<file path="config.mk">
export PLATFORM = sky130hd
export DESIGN_NAME = sccr_bank
export DESIGN_NICKNAME = d
export VERILOG_FILES = /design/src/verilog/sccr_bank.v /design/src/verilog/sccr_timer.v
export VERILOG_INCLUDE_DIRS = /design/src /design/src/verilog
export SDC_FILE = /design/constraint.sdc
export NUM_CORES = 1
export LEC_CHECK = 0
export BUFFER_PORTS_ARGS = -buffer_cell sky130_fd_sc_hd__buf_2
export CORE_MARGIN = 4
export CORE_UTILIZATION = 23
export DETAILED_ROUTE_END_ITERATION = 8
export PLACE_DENSITY = 0.39
export SYNTH_ARGS = -nofsm -noshare
export SYNTH_HDL_FRONTEND = slang
export SYNTH_SLANG_ARGS = --single-unit
</file>
<file path="constraint.sdc">
create_clock -name mclk_in -period 5.5 [get_ports mclk_in]
set_input_delay 1.65 -clock mclk_in [delete_from_list [all_inputs] [get_ports mclk_in]]
set_output_delay 1.65 -clock mclk_in [all_outputs]
set_load 0.005 [all_outputs]
</file>
<file path="src/verilog/sccr_regs.vh">
// register offsets, field positions, reset values and timing counts of the
// sensor control and configuration register bank.
// assumes a byte-wide register port with 8-bit addresses and one clock.
//
// Functional notes
// [RULE_01] irq pin push-pull or open-drain by bit 0
// [RULE_02] irq pin polarity selected by bit 1
// [RULE_03] latch bit holds interrupts on pin and flags
// [RULE_04] watermark interrupt only when bit 3 set
// [RULE_05] fifo-full interrupt only when bit 4 set
// [RULE_06] data-ready interrupt only when bit 6 set
// [RULE_07] spi four-wire or three-wire by bit 0
// [RULE_08] bus watchdog runs only when enabled
// [RULE_09] watchdog timeout 1.25 ms or 40 ms
// [RULE_10] pressure measurement enabled by power bit 0
// [RULE_11] temperature measurement enabled by power bit 1
// [RULE_12] mode field: sleep, forced, or normal
// [RULE_13] oversampling codes select x1 to x32
// [RULE_14] measurement period is 5 ms times 2^rate; rates 14 to 17 wrap the 32-bit cycle count
// [RULE_15] rate codes above 17 act as 17
// [RULE_16] filter codes select bypass or coefficients
// [RULE_17] reading status clears interrupt flags
// [RULE_18] command 0xB6 restores all defaults
// [RULE_19] three-wire uses serial_in_pin both ways
// [RULE_20] forced measures once, normal repeats
`ifndef SCCR_REGS_VH
`define SCCR_REGS_VH

`define SCCR_ADDR_INT_STATUS   8'h11
`define SCCR_ADDR_INT_CFG      8'h19
`define SCCR_ADDR_IF_CFG       8'h1A
`define SCCR_ADDR_POWER_MODE_CONTROL     8'h1B
`define SCCR_ADDR_OVS_CFG      8'h1C
`define SCCR_ADDR_RATE_CFG     8'h1D
`define SCCR_ADDR_FILT_CFG     8'h1F
`define SCCR_ADDR_CMD          8'h7E

`define SCCR_CMD_SOFTRESET     8'hB6

`define SCCR_RST_INT_CFG       8'h02
`define SCCR_RST_IF_CFG        8'h00
`define SCCR_RST_POWER_MODE_CONTROL      8'h00
`define SCCR_RST_OVS_CFG       8'h02
`define SCCR_RST_RATE_CFG      8'h00
`define SCCR_RST_FILT_CFG      8'h00

`define SCCR_MASK_INT_CFG      8'h7F
`define SCCR_MASK_IF_CFG       8'h07
`define SCCR_MASK_POWER_MODE_CONTROL     8'h33
`define SCCR_MASK_OVS_CFG      8'h3F
`define SCCR_MASK_RATE_CFG     8'h1F
`define SCCR_MASK_FILT_CFG     8'h0E

`define SCCR_IRQ_DRIVE_SELECT_BIT        0
`define SCCR_INT_LEVEL_BIT     1
`define SCCR_INT_LATCH_BIT     2
`define SCCR_INT_WTM_EN_BIT    3
`define SCCR_INT_FULL_EN_BIT   4
`define SCCR_INT_DRDY_EN_BIT   6
`define SCCR_IF_3W_BIT         0
`define SCCR_IF_WDT_EN_BIT     1
`define SCCR_IF_WDT_SEL_BIT    2
`define SCCR_PWR_PRESS_BIT     0
`define SCCR_PWR_TEMP_BIT      1
`define SCCR_PWR_MODE_LSB      4
`define SCCR_STAT_WTM_BIT      0
`define SCCR_STAT_FULL_BIT     1
`define SCCR_STAT_DRDY_BIT     3

`define SCCR_MODE_SLEEP        2'h0
`define SCCR_MODE_NORMAL       2'h3
`define SCCR_RATE_MAX          5'h11

`define SCCR_CLK_MHZ           100
`define SCCR_WDT_SHORT_US      1250
`define SCCR_WDT_LONG_US       40000
`define SCCR_BASE_PERIOD_US    5000
`define SCCR_WDT_SHORT_CYC     (`SCCR_WDT_SHORT_US * `SCCR_CLK_MHZ)
`define SCCR_WDT_LONG_CYC      (`SCCR_WDT_LONG_US * `SCCR_CLK_MHZ)
`define SCCR_BASE_PERIOD_CYC   (`SCCR_BASE_PERIOD_US * `SCCR_CLK_MHZ)

`endif

</file>
<file path="src/verilog/sccr_bank.v">
// control and configuration register bank with interrupt pin shaping,
// interface options, power mode sequencing and measurement pacing.
// assumes the serial front end presents decoded byte reads and writes,
// and the fifo and measurement datapath report events as one-cycle pulses.
// clock enable low freezes every register and pulse.
`timescale 1ns/10ps
`include "sccr_regs.vh"
module sccr_bank #(
   parameter WDT_SHORT_CYC   = `SCCR_WDT_SHORT_CYC,
   parameter WDT_LONG_CYC    = `SCCR_WDT_LONG_CYC,
   parameter BASE_PERIOD_CYC = `SCCR_BASE_PERIOD_CYC
) (
   input  wire       mclk_in,
   input  wire       srst_in,
   input  wire       ce_in,
   input  wire [7:0] reg_addr_in,
   input  wire [7:0] reg_wdata_in,
   input  wire       reg_wr_in,
   input  wire       reg_rd_in,
   output reg  [7:0] reg_rdata_out,
   input  wire       nvm_wdt_en_in,
   input  wire       nvm_wdt_sel_in,
   input  wire       fifo_wtm_evt_in,
   input  wire       fifo_full_evt_in,
   input  wire       drdy_evt_in,
   input  wire       meas_done_in,
   input  wire       bus_activity_in,
   output wire       irq_out,
   output wire       irq_oe_out,
   output reg        irq_aux_bit_out,
   output reg        three_wire_select_out,
   input  wire       serial_in_pin_in,
   input  wire       spi_tx_bit_in,
   input  wire       spi_tx_en_in,
   output wire       serial_in_pin_out,
   output wire       serial_in_pin_oe_out,
   output wire       serial_out_pin_out,
   output wire       serial_out_pin_oe_out,
   output wire       spi_rx_bit_out,
   output reg        wdt_timeout_out,
   output reg        press_en_out,
   output reg        temp_en_out,
   output reg  [2:0] press_oversample_out,
   output reg  [2:0] temperature_oversample_out,
   output reg  [4:0] rate_sel_out,
   output reg  [7:0] filter_coef_out,
   output reg        filter_bypass_out,
   output reg        meas_start_out,
   output reg  [1:0] power_state_out
);
   // one-hot sequencer states
   localparam ST_SLEEP  = 3'b001;
   localparam ST_FORCED = 3'b010;
   localparam ST_NORMAL = 3'b100;

   // stored configuration
   reg [7:0] int_cfg_reg;
   reg [7:0] if_cfg_reg;
   reg [7:0] power_mode_control_reg;
   reg [7:0] ovs_cfg_reg;
   reg [7:0] rate_cfg_reg;
   reg [7:0] filt_cfg_reg;

   // status flags and sequencer state
   reg [3:0] int_stat_reg;
   reg [3:0] int_stat_next;
   reg [2:0] state_reg;
   reg       forced_busy_reg;
   reg       boot_reg;

   // timer hookup and strobes
   wire      wdt_done;
   wire      tick_done;
   wire [31:0] wdt_count;
   wire [31:0] tick_count;
   wire [4:0]  rate_sat;
   wire [3:0]  evt_gated;
   wire        irq_active;
   wire        soft_reset;
   wire        wr_int, wr_if, wr_pwr, wr_ovs, wr_rate, wr_filt, rd_stat;

   // one decoder shared by every register strobe
   function hit;
      input [7:0] a;
      input [7:0] b;
      begin
         hit = (a == b);
      end
   endfunction

   // saturate the rate field to the slowest defined code
   function [4:0] rate_clip;
      input [4:0] r;
      begin
         rate_clip = (r > `SCCR_RATE_MAX) ? `SCCR_RATE_MAX : r;
      end
   endfunction

   assign wr_int  = reg_wr_in && hit(reg_addr_in, `SCCR_ADDR_INT_CFG);
   assign wr_if   = reg_wr_in && hit(reg_addr_in, `SCCR_ADDR_IF_CFG);
   assign wr_pwr  = reg_wr_in && hit(reg_addr_in, `SCCR_ADDR_POWER_MODE_CONTROL);
   assign wr_ovs  = reg_wr_in && hit(reg_addr_in, `SCCR_ADDR_OVS_CFG);
   assign wr_rate = reg_wr_in && hit(reg_addr_in, `SCCR_ADDR_RATE_CFG);
   assign wr_filt = reg_wr_in && hit(reg_addr_in, `SCCR_ADDR_FILT_CFG);
   assign rd_stat = reg_rd_in && hit(reg_addr_in, `SCCR_ADDR_INT_STATUS);

   // soft reset command
   assign soft_reset = reg_wr_in && hit(reg_addr_in, `SCCR_ADDR_CMD) &&
                       (reg_wdata_in == `SCCR_CMD_SOFTRESET); // see [RULE_18]

   // configuration storage; soft reset restores defaults
   always @(posedge mclk_in) begin
      if (srst_in) begin
         int_cfg_reg  <= `SCCR_RST_INT_CFG;
         if_cfg_reg   <= `SCCR_RST_IF_CFG;
         power_mode_control_reg <= `SCCR_RST_POWER_MODE_CONTROL;
         ovs_cfg_reg  <= `SCCR_RST_OVS_CFG;
         rate_cfg_reg <= `SCCR_RST_RATE_CFG;
         filt_cfg_reg <= `SCCR_RST_FILT_CFG;
         boot_reg     <= 1'b1;
      end else if (ce_in) begin
         boot_reg <= 1'b0;
         if (boot_reg || soft_reset) begin // see [RULE_18]
            int_cfg_reg  <= `SCCR_RST_INT_CFG;
            if_cfg_reg   <= {5'h00, nvm_wdt_sel_in, nvm_wdt_en_in,
                             1'b0}; // see [RULE_08] [RULE_09]
            power_mode_control_reg <= `SCCR_RST_POWER_MODE_CONTROL;
            ovs_cfg_reg  <= `SCCR_RST_OVS_CFG;
            rate_cfg_reg <= `SCCR_RST_RATE_CFG;
            filt_cfg_reg <= `SCCR_RST_FILT_CFG;
         end else begin
            if (wr_int)
               int_cfg_reg <= reg_wdata_in & `SCCR_MASK_INT_CFG;
            if (wr_if)
               if_cfg_reg <= reg_wdata_in & `SCCR_MASK_IF_CFG;
            // a mode write beats the forced return
            if (wr_pwr)
               power_mode_control_reg <= reg_wdata_in & `SCCR_MASK_POWER_MODE_CONTROL;
            else if (state_reg == ST_FORCED && !forced_busy_reg &&
                     !meas_start_out)
               power_mode_control_reg[5:4] <= `SCCR_MODE_SLEEP; // see [RULE_20]
            if (wr_ovs)
               ovs_cfg_reg <= reg_wdata_in & `SCCR_MASK_OVS_CFG;
            if (wr_rate)
               rate_cfg_reg <= reg_wdata_in & `SCCR_MASK_RATE_CFG;
            if (wr_filt)
               filt_cfg_reg <= reg_wdata_in & `SCCR_MASK_FILT_CFG;
         end
      end
   end

   // enabled events only; see [RULE_04] [RULE_05] [RULE_06]
   // status bit 2 has no source
   assign evt_gated = {drdy_evt_in & int_cfg_reg[`SCCR_INT_DRDY_EN_BIT],
                       1'b0,
                       fifo_full_evt_in & int_cfg_reg[`SCCR_INT_FULL_EN_BIT],
                       fifo_wtm_evt_in & int_cfg_reg[`SCCR_INT_WTM_EN_BIT]};

   // status flags: latched or following events, set wins over read clear
   always @* begin
      if (int_cfg_reg[`SCCR_INT_LATCH_BIT]) begin // see [RULE_03]
         int_stat_next = rd_stat ? 4'h0 : int_stat_reg; // see [RULE_17]
         int_stat_next = int_stat_next | evt_gated;
      end else begin
         int_stat_next = evt_gated;
      end
   end

   // flags are registered here only
   always @(posedge mclk_in) begin
      if (srst_in) begin
         int_stat_reg <= 4'h0;
      end else if (ce_in) begin
         int_stat_reg <= soft_reset ? 4'h0 : int_stat_next;
      end
   end

   // pin drive: polarity and push-pull versus open-drain
   // open-drain pulls low only, a pull-up idles it
   assign irq_active = |int_stat_reg;
   assign irq_out = irq_active ~^
                    int_cfg_reg[`SCCR_INT_LEVEL_BIT]; // see [RULE_02]
   assign irq_oe_out = int_cfg_reg[`SCCR_IRQ_DRIVE_SELECT_BIT] ?
                       (irq_out == 1'b0) : 1'b1; // see [RULE_01]

   // three-wire: data leaves on serial_in_pin, output pin floats
   assign serial_in_pin_out     = spi_tx_bit_in;
   assign serial_in_pin_oe_out  = three_wire_select_out &&
                                  spi_tx_en_in; // see [RULE_19]
   assign serial_out_pin_out    = spi_tx_bit_in;
   assign serial_out_pin_oe_out = !three_wire_select_out &&
                                  spi_tx_en_in; // see [RULE_07]
   assign spi_rx_bit_out        = serial_in_pin_in;

   // watchdog period select and restart on bus activity
   // a new period applies at the next reload
   assign wdt_count = if_cfg_reg[`SCCR_IF_WDT_SEL_BIT] ?
                      WDT_LONG_CYC - 1 : WDT_SHORT_CYC - 1; // see [RULE_09]

   sccr_timer u_wdt (
      .mclk_in  (mclk_in),
      .srst_in  (srst_in),
      .ce_in    (ce_in),
      .run_in   (if_cfg_reg[`SCCR_IF_WDT_EN_BIT]), // see [RULE_08]
      .load_in  (bus_activity_in),
      .count_in (wdt_count),
      .done_out (wdt_done)
   );

   // rate tick: base period shifted by the saturated rate code
   // big rates overflow 32 bits at full base
   assign rate_sat   = rate_clip(rate_cfg_reg[4:0]); // see [RULE_15]
   assign tick_count = (BASE_PERIOD_CYC << rate_sat) - 1; // see [RULE_14]

   sccr_timer u_tick (
      .mclk_in  (mclk_in),
      .srst_in  (srst_in),
      .ce_in    (ce_in),
      .run_in   (state_reg == ST_NORMAL),
      .load_in  (wr_rate),
      .count_in (tick_count),
      .done_out (tick_done)
   );

   // power mode sequencer
   // forced waits for done, then sleeps
   always @(posedge mclk_in) begin
      if (srst_in) begin
         state_reg       <= ST_SLEEP;
         forced_busy_reg <= 1'b0;
         meas_start_out  <= 1'b0;
      end else if (ce_in) begin
         meas_start_out <= 1'b0;
         case (state_reg)
            ST_SLEEP: begin
               if (power_mode_control_reg[5:4] == `SCCR_MODE_NORMAL) begin
                  state_reg      <= ST_NORMAL;
                  meas_start_out <= 1'b1;
               end else if (power_mode_control_reg[5:4] != `SCCR_MODE_SLEEP) begin
                  state_reg       <= ST_FORCED; // see [RULE_12]
                  forced_busy_reg <= 1'b1;
                  meas_start_out  <= 1'b1;
               end
            end
            ST_FORCED: begin
               if (meas_done_in)
                  forced_busy_reg <= 1'b0;
               if (!forced_busy_reg && !meas_start_out)
                  state_reg <= ST_SLEEP; // see [RULE_20]
            end
            ST_NORMAL: begin
               if (power_mode_control_reg[5:4] != `SCCR_MODE_NORMAL)
                  state_reg <= ST_SLEEP;
               else if (tick_done)
                  meas_start_out <= 1'b1; // see [RULE_20]
            end
            // unknown codes fall back to sleep
            default: state_reg <= ST_SLEEP;
         endcase
      end
   end

   // registered decoded settings and read data
   // copies lag the registers by one cycle
   // unmapped reads return zero
   always @(posedge mclk_in) begin
      if (srst_in) begin
         reg_rdata_out              <= 8'h00;
         irq_aux_bit_out            <= 1'b0;
         three_wire_select_out      <= 1'b0;
         wdt_timeout_out            <= 1'b0;
         press_en_out               <= 1'b0;
         temp_en_out                <= 1'b0;
         press_oversample_out       <= 3'h0;
         temperature_oversample_out <= 3'h0;
         rate_sel_out               <= 5'h00;
         filter_coef_out            <= 8'h00;
         filter_bypass_out          <= 1'b1;
         power_state_out            <= 2'h0;
      end else if (ce_in) begin
         irq_aux_bit_out       <= int_cfg_reg[5];
         three_wire_select_out <= if_cfg_reg[`SCCR_IF_3W_BIT]; // see [RULE_07]
         wdt_timeout_out       <= wdt_done; // see [RULE_08]
         press_en_out <= power_mode_control_reg[`SCCR_PWR_PRESS_BIT]; // see [RULE_10]
         temp_en_out  <= power_mode_control_reg[`SCCR_PWR_TEMP_BIT]; // see [RULE_11]
         press_oversample_out       <= ovs_cfg_reg[2:0]; // see [RULE_13]
         temperature_oversample_out <= ovs_cfg_reg[5:3]; // see [RULE_13]
         rate_sel_out               <= rate_sat;
         filter_coef_out   <= (8'h01 << filt_cfg_reg[3:1]) -
                              8'h01; // see [RULE_16]
         filter_bypass_out <= (filt_cfg_reg[3:1] == 3'h0); // see [RULE_16]
         power_state_out   <= {state_reg[2], state_reg[1]};
         if (reg_rd_in) begin
            case (reg_addr_in)
               `SCCR_ADDR_INT_STATUS: reg_rdata_out <= {4'h0, int_stat_reg};
               `SCCR_ADDR_INT_CFG:    reg_rdata_out <= int_cfg_reg;
               `SCCR_ADDR_IF_CFG:     reg_rdata_out <= if_cfg_reg;
               `SCCR_ADDR_POWER_MODE_CONTROL:   reg_rdata_out <= power_mode_control_reg;
               `SCCR_ADDR_OVS_CFG:    reg_rdata_out <= ovs_cfg_reg;
               `SCCR_ADDR_RATE_CFG:   reg_rdata_out <= rate_cfg_reg;
               `SCCR_ADDR_FILT_CFG:   reg_rdata_out <= filt_cfg_reg;
               default:               reg_rdata_out <= 8'h00;
            endcase
         end
      end
   end
endmodule

</file>
<file path="src/verilog/sccr_timer.v">
// down-counting interval timer used for the watchdog and the rate tick.
// assumes a single clock; load restarts, done pulses one cycle at zero.
`timescale 1ns/10ps
module sccr_timer (
   input  wire        mclk_in,
   input  wire        srst_in,
   input  wire        ce_in,
   input  wire        run_in,
   input  wire        load_in,
   input  wire [31:0] count_in,
   output reg         done_out
);
   reg [31:0] cnt_reg;

   // reload on request or on expiry, else count while running
   always @(posedge mclk_in) begin
      if (srst_in) begin
         cnt_reg  <= 32'h00000000;
         done_out <= 1'b0;
      end else if (ce_in) begin
         done_out <= 1'b0;
         if (load_in || !run_in) begin
            cnt_reg <= count_in;
         end else if (cnt_reg == 32'h00000000) begin
            done_out <= 1'b1;
            cnt_reg  <= count_in;
         end else begin
            cnt_reg <= cnt_reg - 32'h00000001;
         end
      end
   end
endmodule

</file>
==> results_tabular.tex, run 1 <==
\begin{tabular}{lr}
\hline
Metric & Value \\
\hline
\multicolumn{2}{l}{\textbf{Floorplan}} \\
Ports & 74 \\
Row Count & between 60 and 70 \\
Die extent in x & slightly below 200 um \\
Die Ht & 195 um \\
Die footprint & 37,900 um2 \\
Area of the core & 34,500 um2 \\
Starting Density & 0.232 \\
\multicolumn{2}{l}{\textbf{STA}} \\
Time the worst path needs with I/O delays and setup & 4.01 ns \\
Max transition margin & 0.264 \\
Max-slew violations & 0 \\
RSZ-0062 raised after global routing & no \\
Setup skew after layout & $\sim$0.021 ns \\
Setup-failing EPs final & 0 \\
Actual slew at the worst max-slew pin & approximately 1.1 ns \\
Top achievable clock speed & $\sim$250 MHz \\
Hold violation count in the final report & 0 \\
Share of the clock period used by the worst path after layout & 0.729 \\
Setup TNS & 0 ns \\
\multicolumn{2}{l}{\textbf{Logic synthesis}} \\
Async set-reset flop share out of synthesis & 0 \\
Library cell with the largest summed area after synthesis & dfxtp\_1 \\
Leading register cell type out of synthesis & dfxtp\_1 \\
Post-Synthesis Cells & approximately 1,000 \\
Synth Register Bits & about 140 \\
Synthesized netlist net count & around 1,100 \\
Ranking of synthesized cells by instance count & nor2\_1, dfxtp\_1, nand2\_1 \\
Cell Area, Synth & between 8000 and 9000 um2 \\
Average size of a mapped cell & around 7.8 um2 \\
Unique cell type count in the Yosys netlist & 82 \\
Number of warnings printed during yosys synthesis & 0 \\
Proportion of netlist area held by the largest area contributor & 0.342 \\
Cell with the most instances after synthesis & nor2\_1 \\
Share of the yosys chip area belonging to registers & 0.342 \\
Top cells by area in the synthesized netlist & dfxtp\_1, nor2\_1, a21oi\_1 \\
Number of synthesized flops with an enable pin & 0 \\
\multicolumn{2}{l}{\textbf{Placement}} \\
Port Buffer Count & 67 \\
Weighted congestion reported at the end of routability-driven placement & between 0.7 and 0.8 \\
Half-perimeter wire length of the detailed placement result & roughly 19,000 um \\
\multicolumn{2}{l}{\textbf{Global route}} \\
Initial antenna violation count & 0 \\
Largest net degree at the start of global routing & between 80 and 90 \\
Number of global-route vias before repair & 7,520 \\
GRT Overall Usage & 0.142 \\
Grt total ovfl & 0 \\
First-pass GRT wire length & $\sim$44,000 um \\
\multicolumn{2}{l}{\textbf{CTS}} \\
Source-to-sink clock delay at the later pin of the worst-skew pair & 0.43 ns \\
Number of buffers between clock root and the deepest sink & 2 \\
Post-CTS Repair Setup Buffers & 0 \\
Number of gates given a new drive strength after cts & 0 \\
Number of clock sinks & around 140 \\
Number of hold buffers added after CTS & 0 \\
TritonCTS buffer count & 17 \\
Clock transition at the register clock pins on the worst setup and hold paths after CTS & 0.06 ns \\
Root buf cell & clkbuf\_16 \\
Clock tree from TritonCTS & built \\
H-tree depth & 4 \\
\multicolumn{2}{l}{\textbf{Route}} \\
Vias per Instance & about 5 \\
Via count & between 7,000 and 8,000 \\
Number of remaining DRC errors & 0 \\
Number of optimization iterations in the first detailed-route pass & 6 \\
Routed wirelength normalized by instance count & 18.0 um \\
Remaining number of nets flagged by the antenna check after routing & 0 \\
Sum of routed wire length over all layers & 27,400 um \\
Iter 0 DRT Violations & 460 \\
\multicolumn{2}{l}{\textbf{Finish}} \\
Util after Layout & 0.270 \\
Diodes inserted & 0 \\
Final net count & roughly 1,100 \\
Layout cells sized above 1 & 0.137 \\
Area Growth Syn to Fin & 16.1\% \\
\multicolumn{2}{l}{\textbf{Power}} \\
Power dissipated by switching net loads & 698 uW \\
Part of the total power dissipated in the clock network & 0.486 \\
Static Leakage & around 0.0034 uW \\
Total internal power & roughly 1800 uW \\
Net switching share of the total power & 0.282 \\
Comb pwr share & 0.092 \\
PD cells & 266 nW/um2 \\
Total Power Consumption & approximately 2500 uW \\
Worst vdd rail ir drop & approximately 0.00016 V \\
Reg power frac & 0.422 \\
\multicolumn{2}{l}{\textbf{Run}} \\
MaxCap Viol Count & 0 \\
\multicolumn{2}{l}{\textbf{Setup path}} \\
Element type at the critical path end & flip-flop \\
Worst Path Class, Setup & flip-flop to flip-flop \\
Critical path data required time & 5.77 ns \\
Critical path fanouts, max & 10 \\
Arrival @ worst endpoint & 4.28 ns \\
Nature of the critical path startpoint & flip-flop \\
\multicolumn{2}{l}{\textbf{Hold path}} \\
Hold Crit Class & flip-flop to flip-flop \\
\multicolumn{2}{l}{\textbf{Status}} \\
Run status & complete, no violations \\
\hline
\end{tabular}
-- metal layers --
| metal | global-route usage | routed length (um) |
|---|---|---|
| met1 | 0.199 | 13500 |
| met2 | 0.228 | 12700 |
| met3 | 0.0218 | 752 |
| met4 | 0.0362 | 391 |
| met5 | 0 | 0 |
-- area by class of cell --
cell class / instances / area [um2]
clock buffer: 18 / 429
clock inverter: 14 / 163
fill: 3763 / 25200
inverter: 28 / 105
multi-input combinational: 786 / 4840
sequential: 137 / 2740
tap: 455 / 569
timing repair buffer: 82 / 453
-- logic make-up after synthesis --
kind of cell	after synthesis	synth area share
compound gates	278	0.236
xor+xnor	31	0.0339
buf+inv	104	0.0547
fa+ha+maj	8	0.0125
simple gates	438	0.282
other cells	1	0.000468
flops	137	0.342
mux	30	0.0381
-- power by group through the flow --
stage / Sequential [uW] / Clock [uW] / Combinational, uW
CTS: 1040 / 1240 / 230
finish: 1040 / 1200 / 228
global placement: 1070 / 0 / 229
floorplan: 1060 / 0 / 166
global route: 1050 / 1280 / 256
detailed placement: 1070 / 0 / 229
-- stage by stage --
step	setup WS, ns	area, um2	hold slack, ns	instances
after CTS	1.47	9300	0.453	1520
after global placement	1.22	8710	0.435	1488
after detailed placement	1.17	8710	0.438	1488
after floorplan	1.46	8010	0.431	1027
after global routing	1.25	9300	0.477	1520
final	1.49	9300	0.450	1520
-- placed cells by master, fill, tap and decap left out, types with 5 or more instances in the layout --
master     synthesis  final
a211oi_1           8      8
a32oi_1           11     11
dfxtp_1          137    137
nor3_1            44     44
a31oi_1           15     15
and2_1             7      7
o22ai_1           12     12
inv_1             28     28
buf_2              4     65
a21oi_1           61     61
nand4_1           10     10
clkbuf_16          0     17
nor2_1           146    146
mux2i_1           26     26
a311oi_1          12     12
nand3_1           26     26
a221oi_1           5      5
nand3b_1           6      6
a22oi_1           36     36
a21o_1             8      8
nand2_1           71     71
nor2b_1           12     12
nand2b_1          19     19
or4_1             12     12
ha_1               8      8
nor4_1            28     28
o21ai_0           50     50
xnor2_1           24     24
o21a_1             5      5
xor2_1             7      7
or3_1             15     15
buf_4              4     17
-- critical path, stage by stage, from the launching register on --
cell and delay (ns):
dfxtp_1 0.31, or3_1 0.37, a21oi_1 0.49, ha_1 0.46
nor2b_1 0.44, nand2_1 0.21, ha_1 0.29, o41a_1 0.20
and3_1 0.29, or4b_1 0.28, nor3_1 0.09, xnor2_1 0.31
o22ai_1 0.11
-- worst paths after layout --
path | slack, ns | depth (start not counted) | startpoint | to
setup / recovery | 1.49 | 12 | rate_cfg_reg[1]$_SDFFE_PP0P_ | u_tick.cnt_reg[23]$_SDFFE_PP0P_
hold / removal | 0.45 | 1 | filter_coef_out[0]$_SDFFE_PP0P_ | filter_coef_out[0]$_SDFFE_PP0P_
setup reg to reg | 1.49 | 12 | rate_cfg_reg[1]$_SDFFE_PP0P_ | u_tick.cnt_reg[23]$_SDFFE_PP0P_
hold reg to reg | 0.45 | 1 | filter_coef_out[0]$_SDFFE_PP0P_ | filter_coef_out[0]$_SDFFE_PP0P_
Power figures use the tool's default switching activity.
==> run 2: changes to the inputs <==
Settings changed: PLACE_DENSITY 0.39 to 0.4.
Clock period 5.5 ns to 3.4 ns, I/O delays scaled along.
==> run 2 against run 1 <==
  * Core utilization is 0.97 points higher
  * Register-to-register slack worse by 1.2 ns
  * Die area unchanged
  * Fmax up 29%
  * Largest power group unchanged
  * Global-route usage fell by 0.21 points
  * Highest routed layer unchanged
  * Via count grew 0.89%
  * Sequential power grew 63%
  * Final cell count grew 2.4%
==> results_tabular.tex, run 2 (same netlist as run 1, synthesis figures left out) <==
\begin{tabular}{lr}
\hline
Metric & Value \\
\hline
\multicolumn{2}{l}{\textbf{STA}} \\
Setup-failing EPs final & 0 \\
Setup skew after layout & 0.00740 ns \\
Share of the clock period used by the worst path after layout & 0.915 \\
Fin worst setup slack & around 0.29 ns \\
Time the worst path needs with I/O delays and setup & 3.11 ns \\
Top achievable clock speed & around 320 MHz \\
Max-slew violations & 0 \\
Hold violation count in the final report & 0 \\
Setup TNS & 0 ns \\
Max transition margin & 0.353 \\
RSZ-0062 raised after global routing & no \\
Actual slew at the worst max-slew pin & approximately 0.96 ns \\
\multicolumn{2}{l}{\textbf{Power}} \\
PD cells & just over 400 nW/um2 \\
Reg power frac & 0.427 \\
Total internal power & 2930 uW \\
Part of the total power dissipated in the clock network & 0.475 \\
Net switching share of the total power & 0.259 \\
Static Leakage & about 0.0036 uW \\
Power dissipated by switching net loads & 1020 uW \\
Worst vdd rail ir drop & just under 0.0002 V \\
Comb pwr share & 0.098 \\
\multicolumn{2}{l}{\textbf{CTS}} \\
Number of buffers between clock root and the deepest sink & 2 \\
H-tree depth & 4 \\
Number of hold buffers added after CTS & 0 \\
Number of clock sinks & 137 \\
Clock tree from TritonCTS & built \\
Number of gates given a new drive strength after cts & 0 \\
Source-to-sink clock delay at the later pin of the worst-skew pair & about 0.42 ns \\
Root buf cell & clkbuf\_16 \\
Clock transition at the register clock pins on the worst setup and hold paths after CTS & roughly 0.060 ns \\
TritonCTS buffer count & 17 \\
Post-CTS Repair Setup Buffers & 0 \\
\multicolumn{2}{l}{\textbf{Finish}} \\
Layout cells sized above 1 & 0.169 \\
Diodes inserted & 0 \\
Most used cells in the layout excluding fill and tap cells & nor2\_1, dfxtp\_1, nand2\_1 \\
Final net count & 1,127 \\
Area Growth Syn to Fin & 20.3\% \\
Leading cell type in the layout, fill and taps excluded & nor2\_1 \\
Fill count & roughly 3,800 \\
\multicolumn{2}{l}{\textbf{Global route}} \\
GRT Overall Usage & 0.140 \\
Largest net degree at the start of global routing & 47 \\
Number of global-route vias before repair & between 7,000 and 8,000 \\
Initial antenna violation count & 0 \\
First-pass GRT wire length & roughly 43,000 um \\
Grt total ovfl & 0 \\
\multicolumn{2}{l}{\textbf{Route}} \\
Sum of routed wire length over all layers & 27,000 um \\
Routed wirelength normalized by instance count & around 17 um \\
Iter 0 DRT Violations & slightly below 500 \\
Vias per Instance & around 5 \\
Remaining number of nets flagged by the antenna check after routing & 0 \\
Number of optimization iterations in the first detailed-route pass & 5 \\
Number of remaining DRC errors & 0 \\
Via count & between 7,000 and 8,000 \\
\multicolumn{2}{l}{\textbf{Setup path}} \\
Slowest CP cell & or3\_1 \\
Critical path data required time & between 3 and 4 ns \\
Critical path fanouts, max & 7 \\
Arrival @ worst endpoint & roughly 3.4 ns \\
Nature of the critical path startpoint & flip-flop \\
Cell-by-cell listing of the critical path & or3\_1 > a21oi\_2 > inv\_1 > ha\_1 > or2\_2 > a32oi\_1 > o211ai\_1 > a2111oi\_4 > nand4\_1 > a31oi\_1 > o22ai\_1 \\
Critical path's largest stage delay & 0.38 ns \\
Element type at the critical path end & flip-flop \\
Worst Path Class, Setup & flip-flop to flip-flop \\
\multicolumn{2}{l}{\textbf{Floorplan}} \\
Starting Density & 0.232 \\
Area of the core & between 30,000 and 40,000 um2 \\
Die extent in x & 195 um \\
Row Count & 68 \\
Die Ht & 195 um \\
Ports & between 70 and 80 \\
Die footprint & about 38,000 um2 \\
\multicolumn{2}{l}{\textbf{Hold path}} \\
Hold Crit Class & flip-flop to flip-flop \\
\multicolumn{2}{l}{\textbf{Placement}} \\
Weighted congestion reported at the end of routability-driven placement & just over 0.8 \\
Port Buffer Count & between 60 and 70 \\
Setup slack at placement & between 0.1 and 0.15 ns \\
Half-perimeter wire length of the detailed placement result & about 19,000 um \\
\multicolumn{2}{l}{\textbf{Run}} \\
MaxCap Viol Count & 0 \\
\multicolumn{2}{l}{\textbf{Status}} \\
Run status & complete, no violations \\
\hline
\end{tabular}
## run 2: worst max-delay path: cells and delay by family, from the launching register on
| kind | cells | cell delay, ns |
|---|---|---|
| AO/OA/AOI/OAI | 6 | 1.46 |
| adder cells (fa/ha/maj) | 1 | 0.25 |
| buffers and inverters | 1 | 0.05 |
| flip-flops | 1 | 0.32 |
| AND/OR/NAND/NOR | 3 | 0.89 |
## run 2: cell type report
| class | count | area [um2] | area share |
|---|---|---|---|
| inverter | 28 | 105 | 0.0109 |
| clock inverter | 9 | 113 | 0.0117 |
| sequential | 137 | 2740 | 0.285 |
| timing repair buffer | 118 | 761 | 0.0790 |
| clock buffer | 23 | 478 | 0.0496 |
| multi-input combinational | 786 | 4870 | 0.505 |
| tap | 455 | 569 | 0.0591 |
## run 2: through the flow
step                      power, uW  instance area [um2]  hold WS, ns   util  cells
after global placement         2110                 9040        0.432  0.262   1524
after detailed placement       2110                 9040        0.446  0.262   1524
after floorplan                1980                 8110        0.431      -   1027
final                          3950                 9630        0.455  0.280   1556
after global routing           4130                 9630        0.478  0.280   1556
after CTS                      4020                 9630        0.457  0.280   1556
## run 2: power groups by stage
| stage | clock network, uW | logic, uW | registers (uW) |
|---|---|---|---|
| after global placement | 0 | 389 | 1720 |
| after floorplan | 0 | 269 | 1710 |
| after CTS | 1940 | 391 | 1690 |
| after detailed placement | 0 | 388 | 1720 |
| after global routing | 2000 | 433 | 1700 |
| final | 1880 | 386 | 1690 |
## run 2: layer usage
metal	vias up	wire length [um]	global-route usage
met3	20	894	0.0243
met5	-	0	0
met2	154	12600	0.227
met1	3737	13100	0.193
li1	3926	-	-
met4	0	350	0.0341
## run 2: path summary, 6_finish.rpt
check / startpoint / to / slack (ns) / depth (start not counted)
hold reg to reg: filter_bypass_out$_SDFFE_PP1P_ / filter_bypass_out$_SDFFE_PP1P_ / 0.45 / 2
setup / recovery: rate_cfg_reg[1]$_SDFFE_PP0P_ / u_tick.cnt_reg[31]$_SDFFE_PP0P_ / 0.29 / 11
setup reg to reg: rate_cfg_reg[1]$_SDFFE_PP0P_ / u_tick.cnt_reg[31]$_SDFFE_PP0P_ / 0.29 / 11
hold / removal: filter_bypass_out$_SDFFE_PP1P_ / filter_bypass_out$_SDFFE_PP1P_ / 0.45 / 2
==> run 3: changes to the inputs <==
==> constraint.sdc (replaced) <==
create_clock -name mclk_in -period 3.4 [get_ports mclk_in]
set_input_delay 0.51 -clock mclk_in [delete_from_list [all_inputs] [get_ports mclk_in]]
set_output_delay 0.51 -clock mclk_in [all_outputs]
set_load 0.005 [all_outputs]
==> run 3 against run 2 <==
  * Combinational power is 1% lower
  * Final cell count decreased by 1.2%
  * Clock-buffer cell count down 2
  * Global-route usage is 0.14 points higher
  * Sequential share of layout area rose by 0.53 points
  * Critical path type unchanged
  * Largest cell class unchanged
==> results_tabular.tex, run 3 (same netlist as run 1, synthesis figures left out) <==
\begin{tabular}{lr}
\hline
Metric & Value \\
\hline
\multicolumn{2}{l}{\textbf{Global route}} \\
Largest net degree at the start of global routing & $\sim$80 \\
Grt total ovfl & 0 \\
Initial antenna violation count & 0 \\
Number of global-route vias before repair & about 7,600 \\
First-pass GRT wire length & around 44,000 um \\
GRT Overall Usage & 0.141 \\
\multicolumn{2}{l}{\textbf{STA}} \\
Setup skew after layout & $\sim$0.013 ns \\
RSZ-0062 raised after global routing & no \\
Setup TNS & 0 ns \\
Time the worst path needs with I/O delays and setup & between 3 and 4 ns \\
Share of the clock period used by the worst path after layout & 0.929 \\
Actual slew at the worst max-slew pin & 1.10 ns \\
Max transition margin & 0.255 \\
Max-slew violations & 0 \\
Setup-failing EPs final & 0 \\
Hold violation count in the final report & 0 \\
Top achievable clock speed & $\sim$320 MHz \\
\multicolumn{2}{l}{\textbf{Finish}} \\
Fill count & between 3,000 and 4,000 \\
Layout cells sized above 1 & 0.156 \\
Most used cells in the layout excluding fill and tap cells & nor2\_1, dfxtp\_1, nand2\_1 \\
Leading cell type in the layout, fill and taps excluded & nor2\_1 \\
Final net count & 1,110 \\
Diodes inserted & 0 \\
Post-Layout Cell Count & between 1,500 and 2,000 \\
Area Growth Syn to Fin & 18.1\% \\
\multicolumn{2}{l}{\textbf{Power}} \\
Worst vdd rail ir drop & 0.000213 V \\
PD cells & just over 400 nW/um2 \\
Static Leakage & 0.00353 uW \\
\multicolumn{2}{l}{\textbf{Setup path}} \\
Critical path data required time & between 3 and 4 ns \\
Nature of the critical path startpoint & flip-flop \\
Critical path's largest stage delay & between 0.6 and 0.7 ns \\
Cell-by-cell listing of the critical path & or4\_1 > nor4b\_2 > buf\_4 > nand4\_1 > and2\_1 > nand3\_1 > o21ai\_0 > a221oi\_1 \\
Worst Path Class, Setup & flip-flop to flip-flop \\
Source of the critical timing path & u\_tick.cnt\_reg[14]\$\_SDFFE\_PP0P\_ \\
Element type at the critical path end & flip-flop \\
R2R setup slack & 0.24 ns \\
Slowest CP cell & or4\_1 \\
Critical path fanouts, max & 23 \\
Arrival @ worst endpoint & $\sim$3.5 ns \\
CP delay by family, top & simple AND/OR/NAND/NOR gates \\
FF-to-FF Start & u\_tick.cnt\_reg[14]\$\_SDFFE\_PP0P\_ \\
Buf+Inv Stages, Crit Path & 1 \\
\multicolumn{2}{l}{\textbf{Floorplan}} \\
Ports & 74 \\
Die extent in x & a little under 200 um \\
Die Ht & 195 um \\
Starting Density & 0.232 \\
Die footprint & between 30,000 and 40,000 um2 \\
Area of the core & 34,500 um2 \\
Row Count & approximately 70 \\
\multicolumn{2}{l}{\textbf{Placement}} \\
Port Buffer Count & 67 \\
Placed cell count & around 1,500 \\
Weighted congestion reported at the end of routability-driven placement & roughly 0.85 \\
Half-perimeter wire length of the detailed placement result & around 19,000 um \\
\multicolumn{2}{l}{\textbf{CTS}} \\
H-tree depth & 4 \\
Number of gates given a new drive strength after cts & 0 \\
Source-to-sink clock delay at the later pin of the worst-skew pair & roughly 0.43 ns \\
Number of clock sinks & between 100 and 150 \\
TritonCTS buffer count & 17 \\
Clock tree from TritonCTS & built \\
Root buf cell & clkbuf\_16 \\
Clock transition at the register clock pins on the worst setup and hold paths after CTS & 0.06 ns \\
Post-CTS Repair Setup Buffers & 0 \\
Number of hold buffers added after CTS & 0 \\
Number of buffers between clock root and the deepest sink & 2 \\
\multicolumn{2}{l}{\textbf{Route}} \\
Number of remaining DRC errors & 0 \\
Via count & 7,859 \\
Sum of routed wire length over all layers & 27,200 um \\
Vias per Instance & 5.11 \\
Routed wirelength normalized by instance count & approximately 18 um \\
Iter 0 DRT Violations & about 500 \\
Remaining number of nets flagged by the antenna check after routing & 0 \\
Number of optimization iterations in the first detailed-route pass & 5 \\
\multicolumn{2}{l}{\textbf{Run}} \\
MaxCap Viol Count & 0 \\
\multicolumn{2}{l}{\textbf{Status}} \\
Run status & complete, no violations \\
\multicolumn{2}{l}{\textbf{Hold path}} \\
Source of the worst hold timing path & fifo\_full\_evt\_in \\
Hold Crit Class & input pin to flip-flop \\
\hline
\end{tabular}
==> run 3: changes by cell type in the layout (fill, tap and decap cells not counted), sizes merged <==
cell	previous run	this run
buf	118	101
clkbuf	23	21
clkinv	4	6
bufinv	2	1
clkinvlp	1	2
inv	30	29
==> run 3: worst paths after layout <==
check,end,depth (start not counted)
setup / recovery,u_tick.cnt_reg[5]$_SDFFE_PP0P_,8
hold / removal,int_stat_reg[1]$_SDFFE_PP0P_,3
setup reg to reg,u_tick.cnt_reg[5]$_SDFFE_PP0P_,8
hold reg to reg,u_tick.cnt_reg[11]$_SDFFE_PP0P_,2
==> run 3: final cells by class <==
cell class,count,area (um2),share of cell area
multi-input cells,786,4870,0.514
flip-flops and latches,137,2740,0.290
repair buffers,101,621,0.0656
well taps,455,569,0.0602
clock buffers,21,460,0.0487
inverters,28,105,0.0111
clock inverters,10,95.1,0.0101
==> run 3: through the flow <==
stage	area [um2]	total power, uW	worst slack, ns	hold WS, ns	util
2_1_floorplan	8110	1980	0.0163	0.431	-
3_3_place_gp	8900	2110	0.214	0.436	0.258
3_5_place_dp	8900	2110	0.312	0.445	0.258
4_1_cts	9460	3920	0.278	0.334	0.275
5_1_grt	9460	4040	0.0104	0.349	0.275
6_report	9460	3860	0.241	0.359	0.275
==> run 3: tightest hold or removal path, delay by kind of cell <==
kind                   cells  cell delay [ns]
AO/OA/AOI/OAI              1             0.08
AND/OR/NAND/NOR            1             0.07
buffers and inverters      1             0.09
==> run 3: where the power goes <==
group          internal [uW]  total [uW]  leakage [uW]  switching (uW)
clock                   1040        1790      0.000269             745
sequential              1640        1690       0.00111            44.5
combinational            136         382       0.00214             246
total                   2820        3860       0.00353            1040
==> run 3: per-layer routing <==
layer  global-route usage  up-vias  part of all wire
met2                0.227      177              0.46
met4               0.0352        0             0.012
met5                    0        -                 0
li1                     -     3887                 -
met3               0.0260       19             0.037
met1                0.196     3776              0.49
